===== config.mk =====
export PLATFORM = sky130hd
export DESIGN_NAME = ccss_top
export DESIGN_NICKNAME = d
export VERILOG_FILES = /design/src/ccss_pkg.sv /design/src/ccss_switch_timer.sv /design/src/ccss_top.sv
export SDC_FILE = /design/constraint.sdc
export NUM_CORES = 1
export LEC_CHECK = 0
export BUFFER_PORTS_ARGS = -buffer_cell sky130_fd_sc_hd__buf_2
export CAP_MARGIN = 20
export CORE_MARGIN = 1
export CORE_UTILIZATION = 25
export DETAILED_ROUTE_END_ITERATION = 8
export MAX_ROUTING_LAYER = met4
export PLACE_DENSITY = 0.46
export SLEW_MARGIN = 10
export SYNTH_ARGS = -nofsm -noshare
export SYNTH_HDL_FRONTEND = slang
export SYNTH_HIERARCHICAL = 1
export SYNTH_SLANG_ARGS = --single-unit

===== constraint.sdc =====
create_clock -name aclk -period 3.4 [get_ports aclk]
set_clock_uncertainty 0.1 [all_clocks]
set_input_delay 1.02 -clock aclk [delete_from_list [all_inputs] [get_ports aclk]]
set_output_delay 1.02 -clock aclk [all_outputs]
set_load 0.02 [all_outputs]

===== src/ccss_pkg.sv =====
// Constants, register map and types of the CPU clock source switcher.
// Assumes a single 200 MHz clock and firmware access over AXI4-Lite.
package ccss_pkg;
   localparam logic [7:0] ADDR_MODE = 8'h00;
   localparam logic [7:0] ADDR_RUN = 8'h04;
   localparam logic [7:0] ADDR_SYS = 8'h08;
   localparam logic [7:0] ADDR_PLL = 8'h0C;
   localparam logic [7:0] ADDR_PCLK = 8'h10;
   localparam logic [7:0] ADDR_STSEL = 8'h14;
   localparam logic [7:0] ADDR_STCNT = 8'h18;
   localparam logic [7:0] ADDR_STAT = 8'h1C;
   localparam logic [7:0] ADDR_CFG = 8'h20;
   localparam logic [2:0] RST_MODE = 3'h0;
   localparam logic [1:0] RST_RUN = 2'h1;
   localparam logic [2:0] RST_STSEL = 3'h7;
   localparam logic [1:0] DIV_BY2 = 2'h0;
   localparam logic [1:0] DIV_BY4 = 2'h1;
   localparam logic [1:0] DIV_BY8 = 2'h2;
   localparam logic [1:0] DIV_UNUSED = 2'h3;
   localparam logic [8:0] CYC_TO_PLL_FAST = 9'h002;
   localparam logic [8:0] CYC_TO_PLL_SLOW = 9'h00A;
   localparam logic [8:0] CYC_PLL_OSC_SLOW = 9'h100;
   localparam logic [8:0] CYC_PLL_OSC_FAST = 9'h010;
   localparam logic [8:0] CYC_PLL_MAIN_D2 = 9'h008;
   localparam logic [8:0] CYC_PLL_MAIN_D4 = 9'h004;
   localparam logic [8:0] CYC_PLL_MAIN_D8 = 9'h002;
   localparam logic [8:0] CYC_OTHER = 9'h002;
   localparam logic [1:0] RESP_OKAY = 2'h0;
   localparam logic [1:0] RESP_SLVERR = 2'h2;
   typedef enum logic [2:0] {
      SRC_ONCHIP = 3'b000,
      SRC_MAIN = 3'b001,
      SRC_SUB = 3'b010,
      SRC_PLL2 = 3'b011,
      SRC_PLL4 = 3'b100,
      SRC_PLL8 = 3'b101
   } ccss_src_e;
endpackage : ccss_pkg


===== src/ccss_switch_timer.sv =====
// Down-counter that times one clock source switch.
// Assumes load is a one-cycle pulse given only while idle.
`timescale 1ns/10ps
module ccss_switch_timer
   import ccss_pkg::*;
(
   input wire logic aclk,
   input wire logic aresetn,
   input wire logic load,
   input wire logic [8:0] load_val,
   output logic busy,
   output logic done
);
   logic [8:0] cnt_ff;
   logic busy_ff;

   always_ff @(posedge aclk) begin
      if (!aresetn) begin
         cnt_ff <= 9'h000;
         busy_ff <= 1'b0;
      end else if (load) begin
         cnt_ff <= load_val;
         busy_ff <= 1'b1;
      end else if (busy_ff) begin
         cnt_ff <= cnt_ff - 9'h001;
         busy_ff <= (cnt_ff != 9'h001);
      end
   end

   assign busy = busy_ff;
   assign done = busy_ff && (cnt_ff == 9'h001);
endmodule : ccss_switch_timer


===== src/ccss_top.sv =====
// CPU clock source switcher with its AXI4-Lite register file.
// Assumes source ticks arrive asynchronously on pins; CPU halt request is synchronous.
`timescale 1ns/10ps
module ccss_top
   import ccss_pkg::*;
(
   input wire logic aclk,
   input wire logic aresetn,
   input wire logic [7:0] s_axi_awaddr,
   input wire logic s_axi_awvalid,
   output logic s_axi_awready,
   input wire logic [31:0] s_axi_wdata,
   input wire logic [3:0] s_axi_wstrb,
   input wire logic s_axi_wvalid,
   output logic s_axi_wready,
   output logic [1:0] s_axi_bresp,
   output logic s_axi_bvalid,
   input wire logic s_axi_bready,
   input wire logic [7:0] s_axi_araddr,
   input wire logic s_axi_arvalid,
   output logic s_axi_arready,
   output logic [31:0] s_axi_rdata,
   output logic [1:0] s_axi_rresp,
   output logic s_axi_rvalid,
   input wire logic s_axi_rready,
   input wire logic [3:0] src_tick_pin,
   input wire logic halt_req,
   input wire logic wake_req,
   output logic cpu_tick,
   output logic [2:0] cpu_src,
   output logic cpu_halted
);
   ////////////////////////////////////////////////////////////////////////////
   // Register bus.
   logic awready_ff, wready_ff, bvalid_ff, arready_ff, rvalid_ff;
   logic [7:0] awaddr_ff;
   logic [31:0] wdata_ff, rdata_ff;
   logic [3:0] wstrb_ff;
   logic [1:0] bresp_ff, rresp_ff;
   logic wr_go, rd_go, wr_hit, rd_hit;
   logic [31:0] rd_val;
   logic [2:0] mode_ff, stsel_ff;
   logic mode_written_ff;
   logic [1:0] run_ff, sys_ff, div_ff;
   logic [2:0] pll_ff;
   logic psel_ff, top_bit_ff;
   logic [7:0] stcnt_ff;
   logic [2:0] cpu_src_ff, pend_src_ff;
   logic busy_stat_ff, halted_ff, cpu_tick_ff;

   assign wr_go = !awready_ff && !wready_ff && !bvalid_ff;
   assign rd_go = s_axi_arvalid && arready_ff;

   always_ff @(posedge aclk) begin
      if (!aresetn) begin
         awready_ff <= 1'b1;
         wready_ff <= 1'b1;
         bvalid_ff <= 1'b0;
         awaddr_ff <= 8'h00;
         wdata_ff <= 32'h0000_0000;
         wstrb_ff <= 4'h0;
         bresp_ff <= RESP_OKAY;
      end else begin
         if (s_axi_awvalid && awready_ff) begin
            awready_ff <= 1'b0;
            awaddr_ff <= s_axi_awaddr;
         end else if (wr_go) begin
            awready_ff <= 1'b1;
         end
         if (s_axi_wvalid && wready_ff) begin
            wready_ff <= 1'b0;
            wdata_ff <= s_axi_wdata;
            wstrb_ff <= s_axi_wstrb;
         end else if (wr_go) begin
            wready_ff <= 1'b1;
         end
         if (wr_go) begin
            bvalid_ff <= 1'b1;
            bresp_ff <= wr_hit ? RESP_OKAY : RESP_SLVERR;
         end else if (s_axi_bready) begin
            bvalid_ff <= 1'b0;
         end
      end
   end

   always_comb begin
      wr_hit = 1'b1;
      case (awaddr_ff)
         ADDR_MODE, ADDR_RUN, ADDR_SYS, ADDR_PLL, ADDR_PCLK, ADDR_STSEL, ADDR_CFG: wr_hit = 1'b1;
         ADDR_STCNT, ADDR_STAT: wr_hit = 1'b1;
         default: wr_hit = 1'b0;
      endcase
   end

   always_comb begin
      rd_val = 32'h0000_0000;
      rd_hit = 1'b1;
      case (s_axi_araddr)
         ADDR_MODE: rd_val[2:0] = mode_ff;
         ADDR_RUN: rd_val[1:0] = run_ff;
         ADDR_SYS: rd_val[1:0] = sys_ff;
         ADDR_PLL: rd_val[2:0] = pll_ff;
         ADDR_PCLK: rd_val[2:0] = {div_ff, psel_ff};
         ADDR_STSEL: rd_val[2:0] = stsel_ff;
         ADDR_STCNT: rd_val[7:0] = stcnt_ff;
         ADDR_STAT: rd_val[4:0] = {halted_ff, busy_stat_ff, cpu_src_ff};
         ADDR_CFG: rd_val[0] = top_bit_ff;
         default: rd_hit = 1'b0;
      endcase
   end

   always_ff @(posedge aclk) begin
      if (!aresetn) begin
         arready_ff <= 1'b1;
         rvalid_ff <= 1'b0;
         rdata_ff <= 32'h0000_0000;
         rresp_ff <= RESP_OKAY;
      end else if (rd_go) begin
         arready_ff <= 1'b0;
         rvalid_ff <= 1'b1;
         rdata_ff <= rd_val;
         rresp_ff <= rd_hit ? RESP_OKAY : RESP_SLVERR;
      end else if (rvalid_ff && s_axi_rready) begin
         arready_ff <= 1'b1;
         rvalid_ff <= 1'b0;
      end
   end

   ////////////////////////////////////////////////////////////////////////////
   // Control registers.
   always_ff @(posedge aclk) begin
      if (!aresetn) begin
         mode_ff <= RST_MODE;
         mode_written_ff <= 1'b0;
      end else if (wr_go && awaddr_ff == ADDR_MODE && !mode_written_ff) begin
         mode_written_ff <= 1'b1;
         if (wstrb_ff[0]) begin
            mode_ff <= wdata_ff[2:0];
         end
      end
   end

   always_ff @(posedge aclk) begin
      if (!aresetn) begin
         run_ff <= RST_RUN;
         sys_ff <= 2'h0;
         pll_ff <= 3'h0;
         psel_ff <= 1'b0;
         div_ff <= DIV_BY2;
         stsel_ff <= RST_STSEL;
         top_bit_ff <= 1'b0;
      end else if (wr_go && wstrb_ff[0]) begin
         case (awaddr_ff)
            ADDR_RUN: run_ff <= wdata_ff[1:0];
            ADDR_SYS: sys_ff <= wdata_ff[1:0];
            ADDR_PLL: pll_ff <= wdata_ff[2:0];
            ADDR_PCLK: begin
               psel_ff <= wdata_ff[0];
               if (wdata_ff[2:1] != DIV_UNUSED) begin
                  div_ff <= wdata_ff[2:1];
               end
            end
            ADDR_STSEL: stsel_ff <= wdata_ff[2:0];
            ADDR_CFG: top_bit_ff <= wdata_ff[0];
            default: ;
         endcase
      end
   end

   always_ff @(posedge aclk) begin
      if (!aresetn) begin
         stcnt_ff <= 8'h00;
      end else if (run_ff[0] || !mode_ff[1] || mode_ff[0]) begin
         stcnt_ff <= 8'h00;
      end else if (stcnt_ff != 8'hFF) begin
         stcnt_ff <= stcnt_ff + 8'h01;
      end
   end

   ////////////////////////////////////////////////////////////////////////////
   // Source ticks, PLL division and switching.
   logic [3:0] sync1_ff, sync2_ff;
   logic [2:0] pdiv_ff;
   logic [2:0] target, pll_src;
   logic [8:0] sw_cycles;
   logic sw_start, tmr_busy, tmr_done, sel_tick;

   genvar gi;
   generate
      for (gi = 0; gi < 4; gi++) begin : g_sync
         always_ff @(posedge aclk) begin
            if (!aresetn) begin
               sync1_ff[gi] <= 1'b0;
               sync2_ff[gi] <= 1'b0;
            end else begin
               sync1_ff[gi] <= src_tick_pin[gi];
               sync2_ff[gi] <= sync1_ff[gi];
            end
         end
      end
   endgenerate

   always_ff @(posedge aclk) begin
      if (!aresetn) begin
         pdiv_ff <= 3'h0;
      end else if (sync2_ff[3]) begin
         pdiv_ff <= pdiv_ff + 3'h1;
      end
   end

   always_comb begin
      case (div_ff)
         DIV_BY2: pll_src = SRC_PLL2;
         DIV_BY4: pll_src = SRC_PLL4;
         default: pll_src = SRC_PLL8;
      endcase
      if (sys_ff[1]) begin
         target = SRC_SUB;
      end else if (psel_ff) begin
         target = pll_src;
      end else if (sys_ff[0]) begin
         target = SRC_MAIN;
      end else begin
         target = SRC_ONCHIP;
      end
   end

   always_comb begin
      sw_cycles = CYC_OTHER;
      if (target >= SRC_PLL2) begin
         sw_cycles = top_bit_ff ? CYC_TO_PLL_FAST : CYC_TO_PLL_SLOW;
      end else if (cpu_src_ff >= SRC_PLL2 && target == SRC_ONCHIP) begin
         sw_cycles = top_bit_ff ? CYC_PLL_OSC_FAST : CYC_PLL_OSC_SLOW;
      end else if (cpu_src_ff >= SRC_PLL2 && target == SRC_MAIN) begin
         case (cpu_src_ff)
            SRC_PLL2: sw_cycles = CYC_PLL_MAIN_D2;
            SRC_PLL4: sw_cycles = CYC_PLL_MAIN_D4;
            default: sw_cycles = CYC_PLL_MAIN_D8;
         endcase
      end
   end

   assign sw_start = (target != cpu_src_ff) && !tmr_busy && !halted_ff;

   ccss_switch_timer u_timer (
      .aclk(aclk),
      .aresetn(aresetn),
      .load(sw_start),
      .load_val(sw_cycles),
      .busy(tmr_busy),
      .done(tmr_done)
   );

   always_ff @(posedge aclk) begin
      if (!aresetn) begin
         cpu_src_ff <= SRC_ONCHIP;
         pend_src_ff <= SRC_ONCHIP;
         busy_stat_ff <= 1'b0;
      end else begin
         busy_stat_ff <= tmr_busy;
         if (sw_start) begin
            pend_src_ff <= target;
         end
         if (tmr_done) begin
            cpu_src_ff <= pend_src_ff;
         end
      end
   end

   always_comb begin
      case (cpu_src_ff)
         SRC_ONCHIP: sel_tick = sync2_ff[0];
         SRC_MAIN: sel_tick = sync2_ff[1];
         SRC_SUB: sel_tick = sync2_ff[2];
         SRC_PLL2: sel_tick = sync2_ff[3] && pdiv_ff[0];
         SRC_PLL4: sel_tick = sync2_ff[3] && (pdiv_ff[1:0] == 2'h3);
         default: sel_tick = sync2_ff[3] && (pdiv_ff == 3'h7);
      endcase
   end

   always_ff @(posedge aclk) begin
      if (!aresetn) begin
         halted_ff <= 1'b0;
         cpu_tick_ff <= 1'b0;
      end else begin
         if (halt_req && !tmr_busy && !sw_start) begin
            halted_ff <= 1'b1;
         end else if (wake_req) begin
            halted_ff <= 1'b0;
         end
         cpu_tick_ff <= sel_tick && !halted_ff;
      end
   end

   assign s_axi_awready = awready_ff;
   assign s_axi_wready = wready_ff;
   assign s_axi_bvalid = bvalid_ff;
   assign s_axi_bresp = bresp_ff;
   assign s_axi_arready = arready_ff;
   assign s_axi_rvalid = rvalid_ff;
   assign s_axi_rdata = rdata_ff;
   assign s_axi_rresp = rresp_ff;
   assign cpu_tick = cpu_tick_ff;
   assign cpu_src = cpu_src_ff;
   assign cpu_halted = halted_ff;
endmodule : ccss_top


; Word-level counts from Yosys, hierarchy flattened
; Cells that the tools add are included.
[word_totals]
inputBits = 65
output_inout_bits = 46
reg_bits = 85
wordCells = 159
[classes]
eq_ne = 29
n_reduce_logical = 52
n_mux = 35
addsub = 3
bitwise_logic = 1
n_lt_le_gt_ge = 2
[op_table]
columns = op, n
row1 = $eq 8x5->1 const B, 8
row2 = $mux 9, 5
row3 = $eq 8x4->1 const B, 4
row4 = $logic_and 1x1->1, 20
row5 = $reduce_or 9->1, 2
row6 = $eq 8x3->1 const B, 2
row7 = $eq 8x6->1 const B, 2
row8 = $logic_not 8->1, 2
row9 = $mux 1, 16
row10 = $reduce_and 2->1, 7
row11 = $reduce_bool 2->1, 6
row12 = $eq 9x1->1 const B, 1
row13 = $mux 3, 3
row14 = $ne 9x1->1 const B, 1
row15 = $pmux 1 s9, 1
row16 = $sub 9x1->9 const B, 1
row17 = $add 8x1->8 const B, 1
row18 = $logic_not 1->1, 8
row19 = $mux 4, 2
row20 = $ne 8x8->1 const B, 1
row21 = $pmux 1 s8, 1
row22 = $pmux 4 s2, 1
row23 = $eq 3x1->1 const B, 2
row24 = $eq 3x2->1 const B, 2
row25 = 18 further kinds, 23

; Depth between registers and ports, before layout
; Gate-level depths: netlist of run 1.
[logic_depth]
ltp_word = 10
ltp_mapped = 9

; Modules after synthesis
; The synthesis of run 1 kept the hierarchy.
[by_module_without_submodules]
columns = module, seq_area_each_um2, n_inst, area_each_um2, cells_each
row1 = ccss_top, 1461.4, 1, 3534.6, 389
row2 = ccss_switch_timer, 200.2, 1, 620.6, 75

; Worst setup path before layout of run 1
; OpenSTA, ideal clock, no wires.
[synth_timing]
path_type = input to register
startpoint = input port s_axi_araddr[1]
endpoint = register rdata_ff[3], in the netlist s_axi_rdata[3]
cell_stages = 5
setup_time_ns = 0.070
arrival_ns = 2.616
required_ns = 3.230
path_slack_ns = 0.614
cell_sequence = or4_1 > buf_2 > or4b_4 > or3_1 > a21oi_1
[synth_between]
elab_chain_cells = 2
[synth_rtl]
columns = item, line_no
row1 = start: declaration, ccss_top.sv:19  ; input wire logic [7:0] s_axi_araddr,
row2 = $eq 8x5->1, ccss_top.sv:98  ; case (s_axi_araddr)
row3 = $pmux 2 s2 (*), ccss_top.sv:98
row4 = end signal: assignment, ccss_top.sv:121  ; rdata_ff <= rd_val;
row5 = end: declaration, ccss_top.sv:37  ; logic [31:0] wdata_ff, rdata_ff;
; Every way passes the cells marked *; elsewhere a longest branch is shown, timed or not.
; A chain may end at the register's enable or synchronous reset.

; Worst setup path after layout of run 1
[layout_timing]
startpoint = input port s_axi_araddr[1]
endpoint = register rdata_ff[4], in the netlist s_axi_rdata[4]
; Same word-level chain as after synthesis.

==> results of run 1 <==
[area by class of cell]
| cell class | instances | area share |
|---|---|---|
| Multi-Input combinational cell | 350 | 0.465 |
| Sequential cell | 83 | 0.342 |
| Timing Repair Buffer | 56 | 0.0597 |
| Tap cell | 216 | 0.0556 |
| Clock buffer | 11 | 0.0499 |
| Clock inverter | 5 | 0.0206 |
| Inverter | 10 | 0.00772 |
[through the flow]
step | utilization | worst slack (ns)
floorplan | - | 0.614
global placement | 0.282 | 0.404
detailed placement | 0.282 | 0.390
CTS | 0.303 | 0.747
global route | 0.303 | 0.594
finish | 0.303 | 0.729
[synth_stat cells (3+ instances only)]
master    instances  share of area
dfxtp_1          83           0.40
buf_4            26          0.047
nand2b_1         11          0.017
xnor2_1           5          0.011
ha_1              5          0.015
a31oi_1           3         0.0045
xor2_1            3         0.0063
nor4b_1           3         0.0063
nand2_1          48          0.043
mux2i_1          27          0.065
nor4_1            5         0.0075
or3_1             6         0.0090
nor3_1           14          0.017
a21boi_0         16          0.029
or4_1             3         0.0054
clkbuf_1         19          0.017
nor2b_1          16          0.024
nand4_1           7          0.011
and3b_1           4         0.0084
a211oi_1          5         0.0090
o21ai_0          14          0.017
nand3_1          25          0.030
and2_1           17          0.026
inv_1            10         0.0090
nor2_1           22          0.020
nand3b_1          5         0.0090
nor3b_1           4         0.0072
a22oi_1           4         0.0072
o211ai_1          3         0.0054
and3_1            3         0.0045
a21oi_1           9          0.011
mux4_2            5          0.027
[cells by family (layout without fill, tap and decap cells)]
logic type,Yosys count,count (layout),share of synthesized area
flops,83,83,0.400
xor+xnor,8,8,0.0169
fa+ha+maj,5,5,0.0151
mux,33,33,0.0949
other cells,1,30,0.000902
simple gates,198,198,0.258
buf+inv,60,82,0.0819
compound gates,76,76,0.132
[per-layer routing]
layer,up-vias,GRT usage,part of all wire
li1,1694,-,-
met1,1536,0.145,0.48
met2,76,0.193,0.47
met3,10,0.0383,0.041
met4,0,0.0352,0.012
met5,-,-,0
[how the worst max path moves through the flow]
stage | endpoint | slack [ns] | cells past startpoint
6_report | s_axi_rdata[4] | 0.73 | 5
5_1_grt | u_timer/cnt_ff[6] | 0.59 | 6
4_1_cts | s_axi_rdata[3] | 0.75 | 5
3_5_place_dp | s_axi_rdata[3] | 0.39 | 5
3_3_place_gp | s_axi_rdata[3] | 0.40 | 5
2_1_floorplan | s_axi_rdata[3] | 0.61 | 5
[registers in the layout (all words and copies together) (netlist names), 4 cells and up]
register and cells:
awaddr_ff 8, s_axi_rdata 8, sync2_ff 4, u_timer/cnt_ff 9
stcnt_ff 8, sync1_ff 4
[worst reg2reg max path, cell delays in order, from the launching register on]
cell and delay [ns]:
dfxtp_1 0.61, nand3b_1 0.22, a2111oi_0 0.47, a311o_1 0.49, inv_1 0.30, and4_1 0.25
nor3_1 0.16
[power by group]
group	switching [mW]	total [mW]	internal, mW
registers	0.0241	1.02	0.995
logic	0.0996	0.154	0.0548
clock network	0.380	1.11	0.735
==> run summary, run 1 <==
status - finished, final reports clean
P_leak - 1.97 nW
first-pass GRT wire length - 15.5 mm
count of unique library cells instantiated by Yosys - 57
Ports - 111
critical path capture point type - register
Max Cap Violations - 0
Routed Antenna Nets - 0
Seq cells post-synth - 83
TritonCTS buffer count - 9
Ant. Diodes - 0
I/O Buffers - 52
Post-CTS Resized - 0
grt ovf - 0
drt first pass iters - 4
post-place instance area - 4520 um2
final setup vio count - 0
initial core utilization - 0.259
die area - 17100 um2
worst r2r src - psel_ff
Power, Total - 2.29 mW
post-route minimum period - 2.67 ns
WL per Instance - 12.8 um
Worst Tran Pin Value - 0.680 ns
Via density - 4.54
GPL Wtd Cong - 0.721
final number of max-transition violations - 0
Ys Warns - 6
antenna violations before repair - 0
row cnt - 46
Routed WL - 9.34 mm
PD cells - 470 nW/um2
hold depth - 1
P&R area growth vs syn - 17.1%
hold slack final - 0.328 ns
fill count - 1710
CTS Buffer Depth - 2
hpwl dp - 6.84 mm
# clock sinks - 83
Max IR drop VDD - 0.255 mV
Post-Layout Cell Count - 731
startpoint types - input pin
worst r2r path cells - 6
most frequent cells in the layout - 83 x dfxtp_1, 52 x buf_2, 48 x nand2_1, 30 x conb_1, 27 x mux2i_1
Reg-to-Reg End - u_timer/cnt_ff[6]
Final Hold Viols - 0
Netlist Area Pre-Place - 4160 um2
cell count after synthesis - 464
Synth async-reset ratio - 0
Hold WC Path Type - reg -> reg
Post-synth EDFFs - 0
DRT iter0 DRCs - 172
Worst-Skew Late Latency - 0.33 ns
Worst-path clk slew - 0.06 ns
Setup CP Type - in -> reg
f_max - 374 MHz
share of layout cells above drive strength 1 - 0.167
required time of the critical path - 3.57 ns
sequential area share after synthesis - 0.400
largest net degree at the start of global routing - 38
Worst slew margin - 0.543
htree depth - 3
Die X - 131 um
Final Cycle Share - 0.785
gr usage total - 0.121
DRC - 0
DR vias - 3316
core box area - 16100 um2
CTS tree - built
design area - 4860 um2
number of global-route vias before repair - 3139
CP peak stage delay - 0.68 ns
Worst EP arrival - 2.84 ns
Inst Count DP - 715
# nets final - 580
CTS root buffer - clkbuf_16
commonest non-fill, non-tap cell in the layout - dfxtp_1
CP startpoint - s_axi_araddr[1]
Final TNS setup - 0 ns
Worst Min Path Start - sync1_ff[0]
Worst Path Buf+Inv - 1
hold buffer count at cts - 0
Worst R2R Setup Slack - 0.74 ns
die height - 131 um
Crit path max-delay family - simple AND/OR/NAND/NOR gates
post-CTS setup buffer count - 0
Slowest-stage cell, CP - or4_1
CP Max Fanout - 6
Min-Delay Endpoint - sync2_ff[0]
RSZ-0062 raised after global routing - false
area of the multi-input gates - 2260 um2
Post-synth top flop - dfxtp_1
syn avg cell area - 8.96 um2
register area - 1660 um2
CP cell instances - buf_2 > or4_1 > or4b_4 > or3_1 > a21oi_1
(Power assumes the default switching activity.)
==> inputs of run 2 (changes only) <==
--- a/config.mk
+++ b/config.mk
@@ -5,6 +5,7 @@
 export SDC_FILE = /design/constraint.sdc
 export NUM_CORES = 1
 export LEC_CHECK = 0
+export ABC_AREA = 1
 export BUFFER_PORTS_ARGS = -buffer_cell sky130_fd_sc_hd__buf_2
 export CAP_MARGIN = 20
 export CORE_MARGIN = 1
==> constraint.sdc (replaced) <==
create_clock -name aclk -period 2.7 [get_ports aclk]
set_clock_uncertainty 0.1 [all_clocks]
set_input_delay 0.81 -clock aclk [delete_from_list [all_inputs] [get_ports aclk]]
set_output_delay 0.81 -clock aclk [all_outputs]
set_load 0.02 [all_outputs]
==> run 2 against run 1 <==
  * Register-to-register slack worse by 0.16 ns
  * Final area rose by 0.72%
  * Non-clock buffer count decreased by 1
  * Clock power up 14%
  * Global-route usage rose by 0.89 points
  * First-iteration DRC count is 49% higher
  * Setup slack got worse by 0.15 ns
  * Power increased by 23%
  * Largest cell class unchanged
  * Largest power group is now sequential cells
  * Highest routed layer unchanged
==> run summary, run 2 <==
WL per Instance - 11.7 um (was 12.8 um)
initial core utilization - 0.259 (about the same)
Worst R2R Setup Slack - 0.58 ns (was 0.74 ns)
htree depth - 3 (unchanged)
critical path capture point type - register (unchanged)
Ports - 111 (unchanged)
most instantiated library cell after synthesis - nand2_1 (was dfxtp_1)
TritonCTS buffer count - 9 (unchanged)
row cnt - 46 (unchanged)
# clock sinks - 83 (unchanged)
Worst-Skew Late Latency - 0.34 ns (was 0.33 ns)
Biggest register - u_timer/cnt_ff (unchanged)
Worst-path clk slew - 0.06 ns (about the same)
DRC - 0 (unchanged)
Synth async-reset ratio - 0 (unchanged)
CTS tree - built (unchanged)
first-pass GRT wire length - 16.4 mm (was 15.5 mm)
hold buffer count at cts - 0 (unchanged)
Via density - 4.31 (was 4.54)
die height - 131 um (about the same)
startpoint types - register (was input pin)
CP Max Fanout - 17 (was 6)
most frequent cells after synthesis - 102 x nand2_1, 83 x dfxtp_1, 82 x inv_1 (was 83 x dfxtp_1, 48 x nand2_1, 27 x mux2i_1)
sequential area share after synthesis - 0.400 (about the same)
Reg-to-Reg End - u_timer/cnt_ff[6] (unchanged)
Final TNS setup - 0 ns (unchanged)
gr usage total - 0.130 (was 0.121)
CTS Buffer Depth - 2 (unchanged)
leading area contributor after synthesis - dfxtp_1 (unchanged)
DR vias - 3734 (was 3316)
CTS root buffer - clkbuf_16 (unchanged)
post-CTS setup buffer count - 0 (unchanged)
largest net degree at the start of global routing - 33 (was 38)
Setup CP Type - reg -> reg (was in -> reg)
status - finished, final reports clean (unchanged)
cell count after synthesis - 585 (was 464)
final setup vio count - 0 (unchanged)
grt ovf - 0 (unchanged)
share of the synthesized area in the top cell type - 0.400 (about the same)
die area - 17100 um2 (about the same)
PD cells - 573 nW/um2 (was 470 nW/um2)
# nets final - 715 (was 580)
fin worst setup slack - 0.583 ns (was 0.729 ns)
Max Cap Violations - 0 (unchanged)
GPL Wtd Cong - 0.828 (was 0.721)
required time of the critical path - 2.83 ns (was 3.57 ns)
worst r2r src - psel_ff (unchanged)
ranking of synthesized cells by area - dfxtp_1 40%, nand2_1 9.2%, inv_1 7.4%, o21ai_0 6.0%, nor2_1 6.0% (was dfxtp_1 40%, mux2i_1 6.5%, buf_4 4.7%, nand2_1 4.3%, nand3_1 3.0%)
share of layout cells above drive strength 1 - 0.165 (was 0.167)
flip-flop count of the largest register after layout - 9 (unchanged)
Max IR drop VDD - 0.350 mV (was 0.255 mV)
f_max - 472 MHz
commonest non-fill, non-tap cell in the layout - nand2_1 (was dfxtp_1)
antenna violations before repair - 0 (unchanged)
hold slack final - 0.311 ns (was 0.328 ns)
post-place instance area - 4590 um2 (was 4520 um2)
P&R area growth vs syn - 18.0% (was 17.1%)
final number of max-transition violations - 0 (unchanged)
post-route minimum period - 2.12 ns
P_leak - 2.22 nW (was 1.97 nW)
clock power share - 0.451 (was 0.487)
hold depth - 2 (was 1)
Worst Min Path Start - sync1_ff[3] (was sync1_ff[0])
Comb pwr share - 0.089 (was 0.067)
fill count - 1728 (was 1710)
RSZ-0062 raised after global routing - false (unchanged)
Routed WL - 10.1 mm (was 9.34 mm)
core box area - 16100 um2 (unchanged)
drt first pass iters - 4 (unchanged)
hpwl dp - 7.76 mm (was 6.84 mm)
Hold WC Path Type - reg -> reg (unchanged)
Finished Core Util - 0.305 (was 0.303)
Ant. Diodes - 0 (unchanged)
design area - 4900 um2 (was 4860 um2)
most frequent cells in the layout - 102 x nand2_1, 83 x dfxtp_1, 82 x inv_1, 66 x nor2_1, 52 x buf_2 (was 83 x dfxtp_1, 52 x buf_2, 48 x nand2_1, 30 x conb_1, 27 x mux2i_1)
cell-internal power - 2.12 mW (was 1.78 mW)
switching part of the total - 0.243 (was 0.220)
Seq pwr share - 0.460 (was 0.445)
Post-synth EDFFs - 0 (unchanged)
Routed Antenna Nets - 0 (unchanged)
I/O Buffers - 52 (unchanged)
pre-CTS setup slack - 0.525 ns (was 0.390 ns)
Die X - 131 um (about the same)
Ys Warns - 6 (unchanged)
Final Cycle Share - 0.784
Net Switching - 0.682 mW (was 0.504 mW)
syn avg cell area - 7.10 um2 (was 8.96 um2)
DRT iter0 DRCs - 257 (was 172)
Seq cells post-synth - 83 (unchanged)
number of global-route vias before repair - 3357 (was 3139)
Post-synth top flop - dfxtp_1 (unchanged)
count of unique library cells instantiated by Yosys - 42 (was 57)
Final Hold Viols - 0 (unchanged)
Netlist Area Pre-Place - 4150 um2 (was 4160 um2)
Min-Delay Endpoint - sync2_ff[3] (was sync2_ff[0])
Worst EP arrival - 2.25 ns (was 2.84 ns)
Post-CTS Resized - 0 (unchanged)
worst r2r path cells - 15 (was 6)
## run 2: cell types whose count changed after synthesis, sizes merged, moves of 6 or more
cell / previous run / this run
a21boi: 16 / 0
or3: 6 / 0
nand2b: 11 / 0
clkbuf: 19 / 8
nor2b: 16 / 0
and2: 17 / 0
o21ai: 14 / 56
inv: 10 / 88
a21oi: 9 / 43
nor3: 14 / 8
nand2: 48 / 107
nand3: 25 / 48
mux2i: 27 / 0
nor2: 22 / 76
## run 2: how the worst max path moves through the flow
stage,slack (ns),depth (start not counted),start,to
floorplan,0.88,9,s_axi_araddr[5],s_axi_rdata[1]
global placement,0.50,10,s_axi_araddr[0],s_axi_rdata[1]
detailed placement,0.52,10,s_axi_araddr[5],s_axi_rdata[1]
CTS,0.58,15,psel_ff,u_timer/cnt_ff[6]
global route,0.34,15,psel_ff,u_timer/cnt_ff[6]
finish,0.58,15,psel_ff,u_timer/cnt_ff[6]
## run 2: routing by layer
| layer | track usage | up-vias | wire, um |
|---|---|---|---|
| li1 | - | 1966 | - |
| met3 | 0.0362 | 4 | 460 |
| met2 | 0.200 | 103 | 4630 |
| met4 | 0.0548 | 0 | 97 |
| met1 | 0.158 | 1661 | 4920 |
| met5 | - | - | 0 |
## run 2: worst max-delay path, cell delays in order, from the launching register on
cell	delay (ns)
dfxtp_1	0.44
nor2_1	0.10
nor2_2	0.13
nand2_1	0.12
nand2_1	0.07
nand2_1	0.05
nand2_1	0.07
nand2_2	0.09
inv_2	0.27
inv_2	0.09
nand2_2	0.10
inv_4	0.07
nand2_4	0.08
o21ai_2	0.05
a21oi_1	0.14
nor2_2	0.04
## run 2: area by class of cell
cell class | instances | area, um2 | area share
Sequential cell | 83 | 1660 | 0.339
Clock inverter | 4 | 47.5 | 0.00970
Clock buffer | 12 | 267 | 0.0544
Timing Repair Buffer | 55 | 283 | 0.0577
Multi-Input combinational cell | 407 | 2030 | 0.415
Inverter | 89 | 337 | 0.0687
Tap cell | 216 | 270 | 0.0552
## run 2: cell families (layout without fill, tap and decap cells)
logic type	after synthesis	after routing	share of synthesized area
AOI/OAI and AO/OA	124	124	0.169
xor gates and xnor gates	1	1	0.00211
adders and majority gates	5	5	0.0151
buffers and inverters	124	160	0.136
DFF	83	83	0.400
other	1	30	0.000903
and+or+nand+nor	247	247	0.277
## run 2: stage by stage
stage                     total power, mW  std cells
after floorplan                      1.51        614
after global placement               1.56        850
after detailed placement             1.57        850
after CTS                            2.86        866
after global routing                 2.95        866
final                                2.81        866
## run 2: power by group through the flow
stage                     clock network, mW  logic [mW]  registers [mW]
after floorplan                           0       0.182            1.33
after global placement                    0       0.247            1.32
after detailed placement                  0       0.251            1.32
after CTS                              1.32       0.251            1.29
after global routing                   1.37       0.283            1.30
final                                  1.27       0.248            1.29
==> inputs of run 3 (changes only) <==
--- a/config.mk
+++ b/config.mk
@@ -5,14 +5,14 @@
 export SDC_FILE = /design/constraint.sdc
 export NUM_CORES = 1
 export LEC_CHECK = 0
-export ABC_AREA = 1
+export ABC_AREA = 0
 export BUFFER_PORTS_ARGS = -buffer_cell sky130_fd_sc_hd__buf_2
 export CAP_MARGIN = 20
 export CORE_MARGIN = 1
 export CORE_UTILIZATION = 25
 export DETAILED_ROUTE_END_ITERATION = 8
 export MAX_ROUTING_LAYER = met4
-export PLACE_DENSITY = 0.46
+export PLACE_DENSITY = 0.47
 export SLEW_MARGIN = 10
 export SYNTH_ARGS = -nofsm -noshare
 export SYNTH_HDL_FRONTEND = slang
==> constraint.sdc (replaced) <==
create_clock -name aclk -period 1.7 [get_ports aclk]
set_clock_uncertainty 0.1 [all_clocks]
set_input_delay 0.51 -clock aclk [delete_from_list [all_inputs] [get_ports aclk]]
set_output_delay 0.51 -clock aclk [all_outputs]
set_load 0.02 [all_outputs]
==> run 3 against run 2 <==
  * The run now ends with negative setup slack left
  * Non-clock buffer count rose by 60
  * Worst hold slack got worse by 0.038 ns
  * Utilization rose by 3.4 points
  * Critical path depth decreased by 9
  * Flip-flop and latch count unchanged
  * Via count shrank 5.5%
  * Power up 57%
  * Sequential power grew 57%
  * Count of clock-buffer cells in the layout up 2
  * Critical path type unchanged
  * Critical endpoint is now u_timer/cnt_ff[7]
  * Largest power group unchanged
==> run summary, run 3 (same netlist as run 1, synthesis figures left out) <==
Final Cycle Share - 1.19 (was 0.784)
first-pass GRT wire length - 16.4 mm (about the same)
CP cell instances - nor4b_2 > a22oi_1 > a311o_1 > nand3b_1 > or4_1 > nand3_1 (was nor2_1 > nor2_2 > nand2_1 > nand2_1 > nand2_1 > nand2_1 > nand2_2 > inv_2 > inv_2 > nand2_2 > inv_4 > nand2_4 > o21ai_2 > a21oi_1 > nor2_2)
Worst-Skew Late Latency - 0.35 ns (was 0.34 ns)
DRC - 0 (unchanged)
# clock sinks - 83 (unchanged)
largest net degree at the start of global routing - 34 (was 33)
CP peak stage delay - 0.41 ns (was 0.44 ns)
TritonCTS buffer count - 9 (unchanged)
antenna violations before repair - 0 (unchanged)
f_max - 494 MHz (was 472 MHz)
Post-Layout Cell Count - 790 (was 866)
M3 GR Usage - 0.0440 (was 0.0362)
Worst Path Buf+Inv - 0 (was 3)
status - finished with violations (was finished, final reports clean)
CTS tree - built (unchanged)
I/O Buffers - 52 (unchanged)
PD cells - 808 nW/um2 (was 573 nW/um2)
grt ovf - 0 (unchanged)
Routed WL - 10.2 mm (was 10.1 mm)
pre-CTS setup slack - -0.569 ns (was 0.525 ns)
DR vias - 3529 (was 3734)
CTS Buffer Depth - 2 (unchanged)
Final Hold Viols - 0 (unchanged)
htree depth - 3 (unchanged)
flip-flop count of the largest register after layout - 9 (unchanged)
fin worst setup slack - -0.323 ns (was 0.583 ns)
hpwl dp - 7.68 mm (was 7.76 mm)
WL per Instance - 12.9 um (was 11.7 um)
share of layout cells above drive strength 1 - 0.301 (was 0.165)
# nets final - 639 (was 715)
Worst EP arrival - 2.21 ns (was 2.25 ns)
Biggest register - u_timer/cnt_ff (unchanged)
P&R area growth vs syn - 31.0% (was 18.0%)
commonest non-fill, non-tap cell in the layout - dfxtp_1 (was nand2_1)
P_leak - 2.28 nW (was 2.22 nW)
design area - 5440 um2 (was 4900 um2)
Die X - 131 um (about the same)
Via density - 4.47 (was 4.31)
Crit path max-delay family - simple AND/OR/NAND/NOR gates (unchanged)
most frequent cells in the layout - 73 x dfxtp_1, 61 x buf_4, 51 x buf_2, 48 x nand2_1, 30 x conb_1 (was 102 x nand2_1, 83 x dfxtp_1, 82 x inv_1, 66 x nor2_1, 52 x buf_2)
Hold WC Path Type - in -> reg (was reg -> reg)
Worst-path clk slew - 0.06 ns (about the same)
failing checks - negative setup slack
Inst Count DP - 771 (was 850)
CTS root buffer - clkbuf_16 (unchanged)
RSZ-0062 raised after global routing - true (was false)
gr busiest metal - met2 (unchanged)
critical path capture point type - register (unchanged)
GPL Wtd Cong - 0.807 (was 0.828)
met1 GRT Util - 0.157 (was 0.158)
required time of the critical path - 1.89 ns (was 2.83 ns)
post-place instance area - 5010 um2 (was 4590 um2)
Power, Total - 4.40 mW (was 2.81 mW)
met2 Usage GRT - 0.205 (was 0.200)
Ports - 111 (unchanged)
core box area - 16100 um2 (unchanged)
number of global-route vias before repair - 3253 (was 3357)
post-route minimum period - 2.02 ns (was 2.12 ns)
Routed Antenna Nets - 0 (unchanged)
row cnt - 46 (unchanged)
final setup vio count - 19 (was 0)
die area - 17100 um2 (about the same)
Ant. Diodes - 0 (unchanged)
drt first pass iters - 4 (unchanged)
Slowest-stage cell, CP - or4_1 (was dfxtp_1)
Finished Core Util - 0.339 (was 0.305)
DRT iter0 DRCs - 141 (was 257)
final number of max-transition violations - 0 (unchanged)
Setup CP Type - reg -> reg (unchanged)
Max IR drop VDD - 0.420 mV (was 0.350 mV)
CP Max Fanout - 5 (was 17)
gr usage total - 0.132 (was 0.130)
Max Cap Violations - 0 (unchanged)
initial core utilization - 0.259 (about the same)
die height - 131 um (about the same)
startpoint types - register (unchanged)
run 3: cell types whose count changed in the layout (fill, tap and decap cells not counted), sizes merged, moves of 34 or more:
| cell | delta |
|---|---|
| nand2 | -59 |
| nor2 | -54 |
| a21oi | -34 |
| o21ai | -42 |
| inv | -78 |
| buf | +60 |
run 3: where the power goes:
group	internal [mW]	total [mW]	switching, mW
combinational	0.155	0.381	0.227
clock	1.20	1.99	0.792
sequential	1.98	2.03	0.0418
run 3: final timing paths:
kind	start	to	slack (ns)	cells after the start
max	div_ff[0]	u_timer/cnt_ff[7]	-0.32	6
min	src_tick_pin[1]	sync1_ff[1]	0.27	2
max reg2reg	div_ff[0]	u_timer/cnt_ff[7]	-0.32	6
min reg2reg	sync1_ff[1]	sync2_ff[1]	0.33	1
run 3: per-layer routing:
metal / vias up / share of wire / wire length [um]
met5: - / 0 / 0
met4: 0 / 0.016 / 167
met3: 14 / 0.042 / 426
met2: 64 / 0.47 / 4740
met1: 1627 / 0.48 / 4850
li1: 1824 / - / -
run 3: metrics by stage:
stage                     hold slack [ns]  TNS [ns]
final                               0.273     -3.06
after global routing                0.254     -4.99
after CTS                           0.256     -3.07
after detailed placement            0.328     -8.59
after global placement              0.324     -8.60
after floorplan                     0.312     -5.16
run 3: layout make-up:
cell class,instances,area (um2)
fill,1685,10600
multi-input combinational,350,2380
sequential,83,1680
timing repair buffer,115,756
clock buffer,14,295
tap,216,270
inverter,10,40.0
clock inverter,2,15.0
run 3: repair_timing:
action,4_1_cts,5_1_grt
setup endpoints to repair,23,28
setup buffers,2,1
endpoints found under the hold margin,0,0
gates resized for setup,13,10
pin swaps,6,2
hold buffers,0,0
